[src/design/vtr_pkg.sv]
package vtr_pkg;
    localparam logic [7:0]  OFS_VECTOR_TABLE  = 8'h00;
    localparam logic [7:0]  OFS_APP_RESET_CTL = 8'h04;
    localparam int          POS_REGION_SEL    = 29;
    localparam int          POS_OFFSET_HI     = 28;
    localparam int          POS_OFFSET_LO     = 7;
    localparam int          POS_KEY_LO        = 16;
    localparam int          POS_BYTE_ORDER    = 15;
    localparam int          POS_SPLIT_HI      = 10;
    localparam int          POS_SPLIT_LO      = 8;
    localparam int          POS_SYS_RESET     = 2;
    localparam int          POS_CLR_ACTIVE    = 1;
    localparam int          POS_CORE_RESET    = 0;
    localparam logic [15:0] WRITE_KEY         = 16'h05FA;
    localparam logic [15:0] KEY_READBACK      = 16'hFA05;
    localparam logic [31:0] RST_VECTOR_TABLE  = 32'h00000000;
    localparam logic [2:0]  RST_SPLIT         = 3'h0;
    localparam logic        RST_BYTE_ORDER    = 1'b0;
    localparam logic [1:0]  RESP_OKAY         = 2'h0;
    localparam logic [1:0]  RESP_SLVERR       = 2'h2;
endpackage

[src/design/vtr_split_if.sv]
`timescale 1ns/10ps
// priority byte and split setting in, two parts out
interface vtr_split_if;
    logic [7:0] prio;
    logic [2:0] split;
    logic [7:0] preempt;
    logic [7:0] sub;
    modport owner (output prio, output split, input preempt, input sub);
    modport splitter (input prio, input split, output preempt, output sub);
endinterface

[src/design/vtr_prio_split.sv]
`timescale 1ns/10ps
module vtr_prio_split
    import vtr_pkg::*;
(
    vtr_split_if.splitter sp
);
    // number of low bits given to subpriority: split plus one
    function automatic logic [8:0] sub_mask(input logic [2:0] split);
        logic [8:0] m;
        m = (9'h001 << (4'(split) + 4'h1)) - 9'h001;
        return m;
    endfunction

    // split the byte into pre-emption and subpriority parts
    always_comb
    begin
        sp.sub     = sp.prio & 8'(sub_mask(sp.split));
        sp.preempt = 8'((9'(sp.prio) >> (4'(sp.split) + 4'h1)));
    end
endmodule

[src/design/vtr_sysctl.sv]
// The register offsets and the AXI4-Lite slave port are this design's own decisions.
`timescale 1ns/10ps
module vtr_sysctl
    import vtr_pkg::*;
#(
    parameter logic [31:0] CODE_BASE = 32'h00000000,
    parameter logic [31:0] SRAM_BASE = 32'h20000000
)
(
    input  wire logic        REF_CLK,
    input  wire logic        RST_N,
    input  wire logic [7:0]  S_AXI_AWADDR,
    input  wire logic        S_AXI_AWVALID,
    output logic             S_AXI_AWREADY,
    input  wire logic [31:0] S_AXI_WDATA,
    input  wire logic [3:0]  S_AXI_WSTRB,
    input  wire logic        S_AXI_WVALID,
    output logic             S_AXI_WREADY,
    output logic [1:0]       S_AXI_BRESP,
    output logic             S_AXI_BVALID,
    input  wire logic        S_AXI_BREADY,
    input  wire logic [7:0]  S_AXI_ARADDR,
    input  wire logic        S_AXI_ARVALID,
    output logic             S_AXI_ARREADY,
    output logic [31:0]      S_AXI_RDATA,
    output logic [1:0]       S_AXI_RRESP,
    output logic             S_AXI_RVALID,
    input  wire logic        S_AXI_RREADY,
    input  wire logic [7:0]  PRIO_A,
    input  wire logic [7:0]  PRIO_B,
    output logic [31:0]      VECTOR_TABLE_ADDR,
    output logic             TABLE_REGION_SELECT,
    output logic [2:0]       PRIORITY_SPLIT,
    output logic             BYTE_ORDER_FLAG,
    output logic             SYSTEM_RESET_REQUEST,
    output logic             CLEAR_ACTIVE_STATE,
    output logic             CORE_RESET_REQUEST,
    output logic [7:0]       PREEMPT_A,
    output logic [7:0]       SUB_A,
    output logic             B_WINS
);
    localparam int OFF_W = POS_OFFSET_HI - POS_OFFSET_LO + 1;

    logic             aw_held_ff;
    logic [7:0]       aw_addr_ff;
    logic             w_held_ff;
    logic [31:0]      w_data_ff;
    logic [3:0]       w_strb_ff;
    logic             region_ff;
    logic [OFF_W-1:0] offset_ff;
    logic             byte_order_ff;
    logic [2:0]       split_ff;
    logic             sys_reset_ff;
    logic             clr_active_ff;
    logic             core_reset_ff;
    logic             do_write;
    logic             key_ok;
    logic [31:0]      nxt_rdata;
    logic             nxt_rvalid;
    logic             nxt_a_less;
    logic [31:0]      tbl_merged;

    vtr_split_if sp_a ();
    vtr_split_if sp_b ();

    // register index: 0 table location, 1 reset control, 2 unmapped
    function automatic logic [1:0] reg_index(input logic [7:0] addr);
        logic [1:0] idx;
        idx = 2'h2;
        if (addr[7:2] == OFS_VECTOR_TABLE[7:2])
            idx = 2'h0;
        else if (addr[7:2] == OFS_APP_RESET_CTL[7:2])
            idx = 2'h1;
        return idx;
    endfunction

    // merge write data into old byte lanes
    function automatic logic [31:0] merge(input logic [31:0] old, input logic [31:0] wd,
                                          input logic [3:0] strb);
        logic [31:0] r;
        r = old;
        for (int i = 0; i < 4; i++)
            if (strb[i])
                r[i*8 +: 8] = wd[i*8 +: 8];
        return r;
    endfunction

    // write happens once both address and data are held
    assign do_write = aw_held_ff && w_held_ff && !S_AXI_BVALID;
    assign key_ok   = (w_strb_ff[3:2] == 2'h3)
                    && (w_data_ff[31:POS_KEY_LO] == WRITE_KEY);

    // table word with the written byte lanes merged in
    assign tbl_merged = merge({2'h0, region_ff, offset_ff, 7'h00}, w_data_ff, w_strb_ff);

    // write address channel
    always_ff @(posedge REF_CLK)
    begin
        if (!RST_N)
        begin
            aw_held_ff    <= 1'b0;
            aw_addr_ff    <= 8'h00;
            S_AXI_AWREADY <= 1'b0;
        end
        else
        begin
            S_AXI_AWREADY <= !aw_held_ff && !S_AXI_AWREADY && !S_AXI_BVALID;
            if (S_AXI_AWVALID && S_AXI_AWREADY)
            begin
                aw_held_ff <= 1'b1;
                aw_addr_ff <= S_AXI_AWADDR;
            end
            else if (do_write)
                aw_held_ff <= 1'b0;
        end
    end

    // write data channel
    always_ff @(posedge REF_CLK)
    begin
        if (!RST_N)
        begin
            w_held_ff    <= 1'b0;
            w_data_ff    <= 32'h00000000;
            w_strb_ff    <= 4'h0;
            S_AXI_WREADY <= 1'b0;
        end
        else
        begin
            S_AXI_WREADY <= !w_held_ff && !S_AXI_WREADY && !S_AXI_BVALID;
            if (S_AXI_WVALID && S_AXI_WREADY)
            begin
                w_held_ff <= 1'b1;
                w_data_ff <= S_AXI_WDATA;
                w_strb_ff <= S_AXI_WSTRB;
            end
            else if (do_write)
                w_held_ff <= 1'b0;
        end
    end

    // write response
    always_ff @(posedge REF_CLK)
    begin
        if (!RST_N)
        begin
            S_AXI_BVALID <= 1'b0;
            S_AXI_BRESP  <= RESP_OKAY;
        end
        else if (do_write)
        begin
            S_AXI_BVALID <= 1'b1;
            S_AXI_BRESP  <= (reg_index(aw_addr_ff) == 2'h2) ? RESP_SLVERR : RESP_OKAY;
        end
        else if (S_AXI_BREADY)
            S_AXI_BVALID <= 1'b0;
    end

    // vector table location register, reserved bits never stored
    always_ff @(posedge REF_CLK)
    begin
        if (!RST_N)
        begin
            region_ff <= RST_VECTOR_TABLE[POS_REGION_SEL];
            offset_ff <= RST_VECTOR_TABLE[POS_OFFSET_HI:POS_OFFSET_LO];
        end
        else if (do_write && reg_index(aw_addr_ff) == 2'h0)
        begin
            region_ff <= tbl_merged[POS_REGION_SEL];
            offset_ff <= tbl_merged[POS_OFFSET_HI:POS_OFFSET_LO];
        end
    end

    // reset control fields, only on a keyed write
    always_ff @(posedge REF_CLK)
    begin
        if (!RST_N)
        begin
            byte_order_ff <= RST_BYTE_ORDER;
            split_ff      <= RST_SPLIT;
        end
        else if (do_write && reg_index(aw_addr_ff) == 2'h1 && key_ok)
        begin
            if (w_strb_ff[1])
            begin
                byte_order_ff <= w_data_ff[POS_BYTE_ORDER];
                split_ff      <= w_data_ff[POS_SPLIT_HI:POS_SPLIT_LO];
            end
        end
    end

    // request bits: system reset held until warm reset, others one-cycle pulses
    always_ff @(posedge REF_CLK)
    begin
        if (!RST_N)
        begin
            sys_reset_ff  <= 1'b0;
            clr_active_ff <= 1'b0;
            core_reset_ff <= 1'b0;
        end
        else
        begin
            clr_active_ff <= 1'b0;
            core_reset_ff <= 1'b0;
            if (do_write && reg_index(aw_addr_ff) == 2'h1 && key_ok && w_strb_ff[0])
            begin
                if (w_data_ff[POS_SYS_RESET])
                    sys_reset_ff <= 1'b1;
                clr_active_ff <= w_data_ff[POS_CLR_ACTIVE];
                core_reset_ff <= w_data_ff[POS_CORE_RESET];
            end
        end
    end

    // read data mux
    always_comb
    begin
        nxt_rdata = 32'h00000000;
        case (reg_index(S_AXI_ARADDR))
            2'h0:
            begin
                nxt_rdata[POS_REGION_SEL]                = region_ff;
                nxt_rdata[POS_OFFSET_HI:POS_OFFSET_LO]   = offset_ff;
            end
            2'h1:
            begin
                nxt_rdata[31:POS_KEY_LO]                 = KEY_READBACK;
                nxt_rdata[POS_BYTE_ORDER]                = byte_order_ff;
                nxt_rdata[POS_SPLIT_HI:POS_SPLIT_LO]     = split_ff;
                nxt_rdata[POS_SYS_RESET]                 = sys_reset_ff;
            end
            default: nxt_rdata = 32'h00000000;
        endcase
        nxt_rvalid = S_AXI_ARVALID && S_AXI_ARREADY;
    end

    // read channel, answer one cycle after the address is taken
    always_ff @(posedge REF_CLK)
    begin
        if (!RST_N)
        begin
            S_AXI_ARREADY <= 1'b0;
            S_AXI_RVALID  <= 1'b0;
            S_AXI_RDATA   <= 32'h00000000;
            S_AXI_RRESP   <= RESP_OKAY;
        end
        else
        begin
            S_AXI_ARREADY <= !S_AXI_ARREADY && !S_AXI_RVALID && !nxt_rvalid;
            if (nxt_rvalid)
            begin
                S_AXI_RVALID <= 1'b1;
                S_AXI_RDATA  <= nxt_rdata;
                S_AXI_RRESP  <= (reg_index(S_AXI_ARADDR) == 2'h2) ? RESP_SLVERR : RESP_OKAY;
            end
            else if (S_AXI_RREADY)
                S_AXI_RVALID <= 1'b0;
        end
    end

    // priority split units for the two contenders
    assign sp_a.prio  = PRIO_A;
    assign sp_a.split = split_ff;
    assign sp_b.prio  = PRIO_B;
    assign sp_b.split = split_ff;

    vtr_prio_split u_split_a (.sp(sp_a));
    vtr_prio_split u_split_b (.sp(sp_b));

    // lower pre-emption wins, then lower subpriority, tie to A
    assign nxt_a_less = (sp_a.preempt < sp_b.preempt)
                     || (sp_a.preempt == sp_b.preempt && sp_a.sub <= sp_b.sub);

    // registered outputs
    always_ff @(posedge REF_CLK)
    begin
        if (!RST_N)
        begin
            VECTOR_TABLE_ADDR <= CODE_BASE;
            PREEMPT_A         <= 8'h00;
            SUB_A             <= 8'h00;
            B_WINS            <= 1'b0;
        end
        else
        begin
            VECTOR_TABLE_ADDR <= (region_ff ? SRAM_BASE : CODE_BASE)
                               + {3'h0, offset_ff, 7'h00};
            PREEMPT_A         <= sp_a.preempt;
            SUB_A             <= sp_a.sub;
            B_WINS            <= !nxt_a_less;
        end
    end

    assign TABLE_REGION_SELECT  = region_ff;
    assign PRIORITY_SPLIT       = split_ff;
    assign BYTE_ORDER_FLAG      = byte_order_ff;
    assign SYSTEM_RESET_REQUEST = sys_reset_ff;
    assign CLEAR_ACTIVE_STATE   = clr_active_ff;
    assign CORE_RESET_REQUEST   = core_reset_ff;
endmodule

[config.mk]
export PLATFORM = sky130hd
export DESIGN_NAME = vtr_sysctl
export DESIGN_NICKNAME = d
export VERILOG_FILES = /design/src/design/vtr_pkg.sv /design/src/design/vtr_split_if.sv /design/src/design/vtr_prio_split.sv /design/src/design/vtr_sysctl.sv
export SDC_FILE = /design/constraint.sdc
export NUM_CORES = 1
export LEC_CHECK = 0
export ABC_AREA = 1
export BUFFER_PORTS_ARGS = -buffer_cell sky130_fd_sc_hd__clkbuf_2
export CORE_ASPECT_RATIO = 0.6
export CORE_MARGIN = 2
export CORE_UTILIZATION = 35
export DETAILED_ROUTE_END_ITERATION = 10
export GPL_ROUTABILITY_DRIVEN = 0
export GPL_TIMING_DRIVEN = 0
export RECOVER_POWER = 25
export SLEW_MARGIN = 5
export SYNTH_ARGS = -nofsm -noshare
export SYNTH_HDL_FRONTEND = slang
export SYNTH_SLANG_ARGS = --single-unit
[constraint.sdc]
create_clock -name REF_CLK -period 4.7 [get_ports REF_CLK]
set_clock_uncertainty 0.2 [all_clocks]
set_input_delay 0.47 -clock REF_CLK [delete_from_list [all_inputs] [get_ports REF_CLK]]
set_output_delay 0.47 -clock REF_CLK [all_outputs]
set_load 0.01 [all_outputs]
# Word-level counts from Yosys, hierarchy flattened
# Cells that the tools add are included.
# Widths: inputs -> output; s select.
# op_classes
add_sub_neg	3
mul	0
div_mod_pow	0
magnitude_cmp	2
eq_ne	9
shift	3
mux	25
n_bitwise	2
reduce_logical	42
# ops
operator	n
$add 30x29->31	1
$mux 30	1
$pmux 15 s2	1
$mux 2	12
$logic_and 1x1->1	17
$and 8x8->8	2
$eq 16x11->1 const B	1
$shr 8x4->8	2
$reduce_and 2->1	7
$eq 6x1->1 const B	2
$logic_not 6->1	2
$logic_not 1->1	9
$mux 1	9
$eq 8x8->1	1
$le 8x8->1	1
$lt 8x8->1	1
$reduce_bool 2->1	4
$shl 1x4->8 const A	1
$sub 8x1->8 const B	1
$eq 2x2->1 const B	3
$pmux 3 s2	1
$add 3x1->4 const B	1
$eq 2x1->1 const B	2
$logic_not 2->1	2
other kinds (2)	2
# word_totals
ff_bits	160
latchBits	0
ramBits	0
mem_bits_ro	0
mem_count	0

# Logic depth before layout (Yosys ltp)
# logic_depth
word_depth	9
ltp_mapped	15
mapped_depth_nobuf	14

# By module
# Synthesis repeated with hierarchy kept, for this count alone.
# unflattened
hier_cells	860
area_unflattened_um2	6170.9
# modules_own_cells
mod	instances	cells_per_inst	area_per_inst_um2	seq_area_each_um2
vtr_sysctl	1	700	5450.2	2842.7
vtr_prio_split	2	80	360.3	0.0

# Worst setup path after synthesis
# OpenSTA, ideal clock, no wires.
# synth_path
kind	register to register
startpoint	register split_ff[0] (netlist: PRIORITY_SPLIT[0])
endpoint	register B_WINS
setup_time_ns	0.120
t_arrival_ns	1.821
setup_slack_ns	2.559
stages_incl_launch_ff	13
n_path_buf	2
period_less_slack_ns	2.141
cell_sequence	dfxtp_1 -> buf_2 -> buf_2 -> mux2i_1 -> o21ai_0 -> a22oi_1 -> ha_1 -> a21oi_1 -> o21ai_0 -> nand2_1 -> nand2_1 -> nand2_1 -> a21oi_1
# synth_between
elab_chain_cells	8
word_cells_on_any_way	13
classes_between	2 x add/sub; 2 x order compare; 1 x eq/ne; 3 x shift; 2 x bitwise; 3 x reduce/logical
# synth_lines
element	line_no	rtl
start: declaration	vtr_sysctl.sv:52	logic [2:0] split_ff;
start signal: assignment	vtr_sysctl.sv:187	split_ff <= w_data_ff[POS_SPLIT_HI:POS_SPLIT_LO];
$add 3x1->4 (*)	vtr_prio_split.sv:10, vtr_prio_split.sv:18	
$shl 1x4->8	vtr_prio_split.sv:10	m = (9'h001 << (4'(split) + 4'h1)) - 9'h001;
$sub 8x1->8	vtr_prio_split.sv:10	
$and 8x8->8	vtr_prio_split.sv:17	sp.sub = sp.prio & 8'(sub_mask(sp.split));
$le 8x8->1	vtr_sysctl.sv:272	|| (sp_a.preempt == sp_b.preempt && sp_a.sub <= sp_b.sub);
$logic_and 1x1->1	vtr_sysctl.sv:272	
$logic_or 1x1->1 (*)	vtr_sysctl.sv:272	
$logic_not 1->1 (*)	vtr_sysctl.sv:290	B_WINS <= !nxt_a_less;
end signal: assignment	vtr_sysctl.sv:290	
end: declaration	vtr_sysctl.sv:40	output logic B_WINS
# Every way passes the cells marked *; elsewhere a longest branch is shown, timed or not.
# A chain may end at the register's enable or synchronous reset.

# Worst setup path after layout
# layout_path
startpoint	register split_ff[1] (netlist: PRIORITY_SPLIT[1])
endpoint	register B_WINS
# layout_between
elab_chain_cells	8
word_cells_on_any_way	13
classes_between	2 x add/sub; 2 x order compare; 1 x eq/ne; 3 x shift; 2 x bitwise; 3 x reduce/logical
# layout_lines
element	line_no	rtl
$add 3x1->4	vtr_prio_split.sv:10	
$shl 1x4->8	vtr_prio_split.sv:10	
$sub 8x1->8	vtr_prio_split.sv:10	
$and 8x8->8	vtr_prio_split.sv:17	
via sp_a.sub[1]	vtr_split_if.sv:7	logic [7:0] sub;
$le 8x8->1	vtr_sysctl.sv:272	
$logic_and 1x1->1	vtr_sysctl.sv:272	
$logic_or 1x1->1	vtr_sysctl.sv:272	
$logic_not 1->1	vtr_sysctl.sv:290	
# The timed path passes the listed nets, and every way through them passes these cells.

==> impl_metrics.py <==
metrics = {
    "status": {
        "outcome": "completed",
    },
    "synthesis": {
        "netlist_instances": 769,
        "avgSynthCellArea_um2": 7.52,
        "ys_warn_count": 0,
        "ys_types": 35,
        "synth_flop_cell": "dfxtp_1",
        "yosys.area.top_type": "dfxtp_1",
        "netlist_area_um2": 5780,
        "yosys_register_bits": 141,
        "synth_edf_count": 0,
        "ys_seq_area_share_pct": 48.8,
        "synth_most_common_cell": "nand2_1",
        "ys_async_sr_fraction_pct": 0,
        "synthTopCellsByCount": "172 x nand2_1, 141 x dfxtp_1, 91 x nor2_1, 72 x a21oi_1, 72 x inv_1",
        "synth_top_area_share_pct": 48.8,
        "yosys-top-cells-area": "dfxtp_1 49%, nand2_1 11%, a21oi_1 6.2%",
    },
    "die": {
        "placementRows": 36,
        "die_area_um2": 17600,
        "ioPinCount": 173,
        "die_y_um": 104,
        "start_util_pct": 35.7,
        "core_um2": 16200,
        "die_x_um": 170,
    },
    "worst_setup_path": {
        "cp_common_cell": "nand2_1",
        "path_max_fanout": 8,
        "cp-start-kind": "flip-flop",
        "path_class": "flip-flop to flip-flop",
        "cp_num_buf_inv": 2,
        "critical-path-max-stage-delay_ps": 380,
        "crit_family": "simple AND/OR/NAND/NOR gates",
        "crit_arrival_ps": 2670,
        "cp.required_ps": 4850,
        "endpoint_kind": "flip-flop",
        "critPathSlowestCell": "dfxtp_1",
        "crit_chain": "nor2_1 -> inv_1 -> nor2_1 -> nor2_1 -> ha_1 -> inv_1 -> o21bai_1 -> nand2_1 -> nand2_1 -> nand2_1 -> nand2_1 -> nand2_1 -> a21oi_1",
    },
    "global_route": {
        "grt.met2_usage_pct": 24.4,
        "gr-total-overflow": 0,
        "grt_usage_pct": 20.7,
        "grt_pass1_vias": 4809,
        "grt_pass1_wl_um": 27400,
        "grt_max_degree": 17,
        "grt_busiest_layer": "met1",
        "met1_usage_pct": 34.8,
        "grtUsageMet3_pct": 5.43,
        "antenna_found_initial": 0,
    },
    "power": {
        "p_leak_uw": 0.00343,
        "powerDensity_nw_per_um2": 389,
        "peakVddDrop_mv": 0.226,
        "power_uw": 2870,
    },
    "cts": {
        "cts_tree": "done",
        "cts.repair.resized": 0,
        "clk_latency_ps": 430,
        "clk_pin_slew_ps": 70,
        "cts-hold-fix-buffers": 0,
        "htreeDepth": 4,
        "clock_path_buffers": 2,
        "cts_sinks": 141,
        "cts_setup_buffers": 0,
        "root_buffer": "clkbuf_16",
        "numCtsBuffers": 17,
    },
    "sta": {
        "fmax_mhz": 397,
        "rsz0062_at_grt": "no",
        "hold_ws_ps": 50.8,
        "fin_crit_ps": 2520,
        "finalHoldViolCount": 0,
        "slew_violations": 0,
        "setup_viol": 0,
        "tns_ps": 0,
        "tightestPinTransition_ps": 748,
        "fin_ws_ps": 2180,
        "slew_headroom_pct": 50.1,
        "final.period_utilization_pct": 53.6,
    },
    "route": {
        "drt_iter0_drc": 484,
        "drt_first_pass_iters": 6,
        "wl_per_cell_um": 15.3,
        "ant_nets": 0,
        "post_drt_via_cell_ratio": 4.70,
        "vias": 5508,
        "drc": 0,
        "wl_um": 18000,
    },
    "placed_design": {
        "placedCellCount": 1140,
        "place_hpwl_um": 14100,
        "place_ws_ps": 2230,
        "port_buffers": 145,
    },
    "cells_and_area": {
        "nets": 1040,
        "diodes": 0,
        "area_growth_pct": 27.8,
        "n_fill_cell": 1687,
        "drive_gt1_share_pct": 18.1,
        "register_area_um2": 2820,
        "multi_input_area_um2": 2430,
        "finalNonFillerCells": 1172,
    },
    "hold_path": {
        "holdCritPathClass": "primary input to flip-flop",
    },
    "job": {
        "maxCapViolCount": 0,
    },
}
-- cells in the final DEF (no fill, tap or decap), drive strengths merged --
cell type	Yosys	final
buf	31	28
nand4	25	25
o21bai	1	1
ha	15	15
o221a	1	1
inv	73	75
conb	1	18
a32oi	1	1
mux2i	1	1
nand2	173	173
nor3	15	15
a221oi	1	1
o211ai	1	1
clkinvlp	0	6
a21oi	72	72
a31oi	1	1
nand3	30	30
nor2	92	92
nand3b	1	1
a22oi	2	2
dfxtp	141	141
bufinv	0	3
clkbuf	26	193
o21a	1	1
nor4	3	3
o22ai	1	1
a21o	1	1
clkinv	1	3
o21ai	58	58
-- report_power, final --
group / switching (µW) / total [µW] / internal (µW)
Combinational: 152 / 239 / 86.4
Sequential: 27.0 / 1260 / 1230
Clock: 541 / 1380 / 836
Total: 721 / 2870 / 2150
-- metal layers --
layer | part of all wire (%) | vias up | wire, µm
li1 | - | 2826 | -
met1 | 56 | 2418 | 10000
met2 | 34 | 249 | 6140
met3 | 9.3 | 15 | 1680
met4 | 0.78 | 0 | 141
met5 | 0 | - | 0
-- cell families (layout without fill, tap and decap cells) --
logic type               after synthesis  after routing  share of synthesized area [%]
multiplexers                           1              1                          0.173
adder cells (fa/ha/maj)               15             15                           3.25
AO/OA/AOI/OAI                        141            141                           12.7
AND/OR/NAND/NOR                      339            339                           24.8
other                                  1             18                         0.0648
flip-flops                           141            141                           48.8
buffers and inverters                131            308                           10.1
-- tightest hold or removal path: stages --
cell and delay [ps]:
clkbuf_2 90, nand2_1 50, inv_1 40
-- registers in the layout, indices dropped and copies added, names as in the netlist, 3 cells and up --
signal and flops:
S_AXI_RDATA 25, PREEMPT_A 7, offset_ff 22, w_strb_ff 4, SUB_A 8, VECTOR_TABLE_ADDR 23, aw_addr_ff 6, PRIORITY_SPLIT 3
w_data_ff 28
-- final timing paths --
kind	endpoint	cells after the start	startpoint	slack, ps
worst max-delay path	B_WINS	13	PRIORITY_SPLIT[1]	2180
worst min-delay path	SUB_A[0]	3	PRIO_A[0]	50
worst max register to register	B_WINS	13	PRIORITY_SPLIT[1]	2180
worst min register to register	CLEAR_ACTIVE_STATE	2	w_data_ff[1]	240
-- cell type report --
class,instances,share of cell area (%)
Timing Repair Buffer,145,9.26
Clock buffer,19,5.86
Inverter,74,3.76
Sequential cell,141,38.2
Buffer,57,4.17
Clock inverter,13,2.25
Multi-Input combinational cell,514,33.0
Tap cell,209,3.54
-- through the flow --
stage | util, % | cell area [µm²]
floorplan | - | 5850
global placement | 42.1 | 6830
detailed placement | 42.1 | 6830
CTS | 45.8 | 7430
global route | 45.6 | 7390
finish | 45.6 | 7390
No activity file was read; power rests on OpenSTA's default activity.
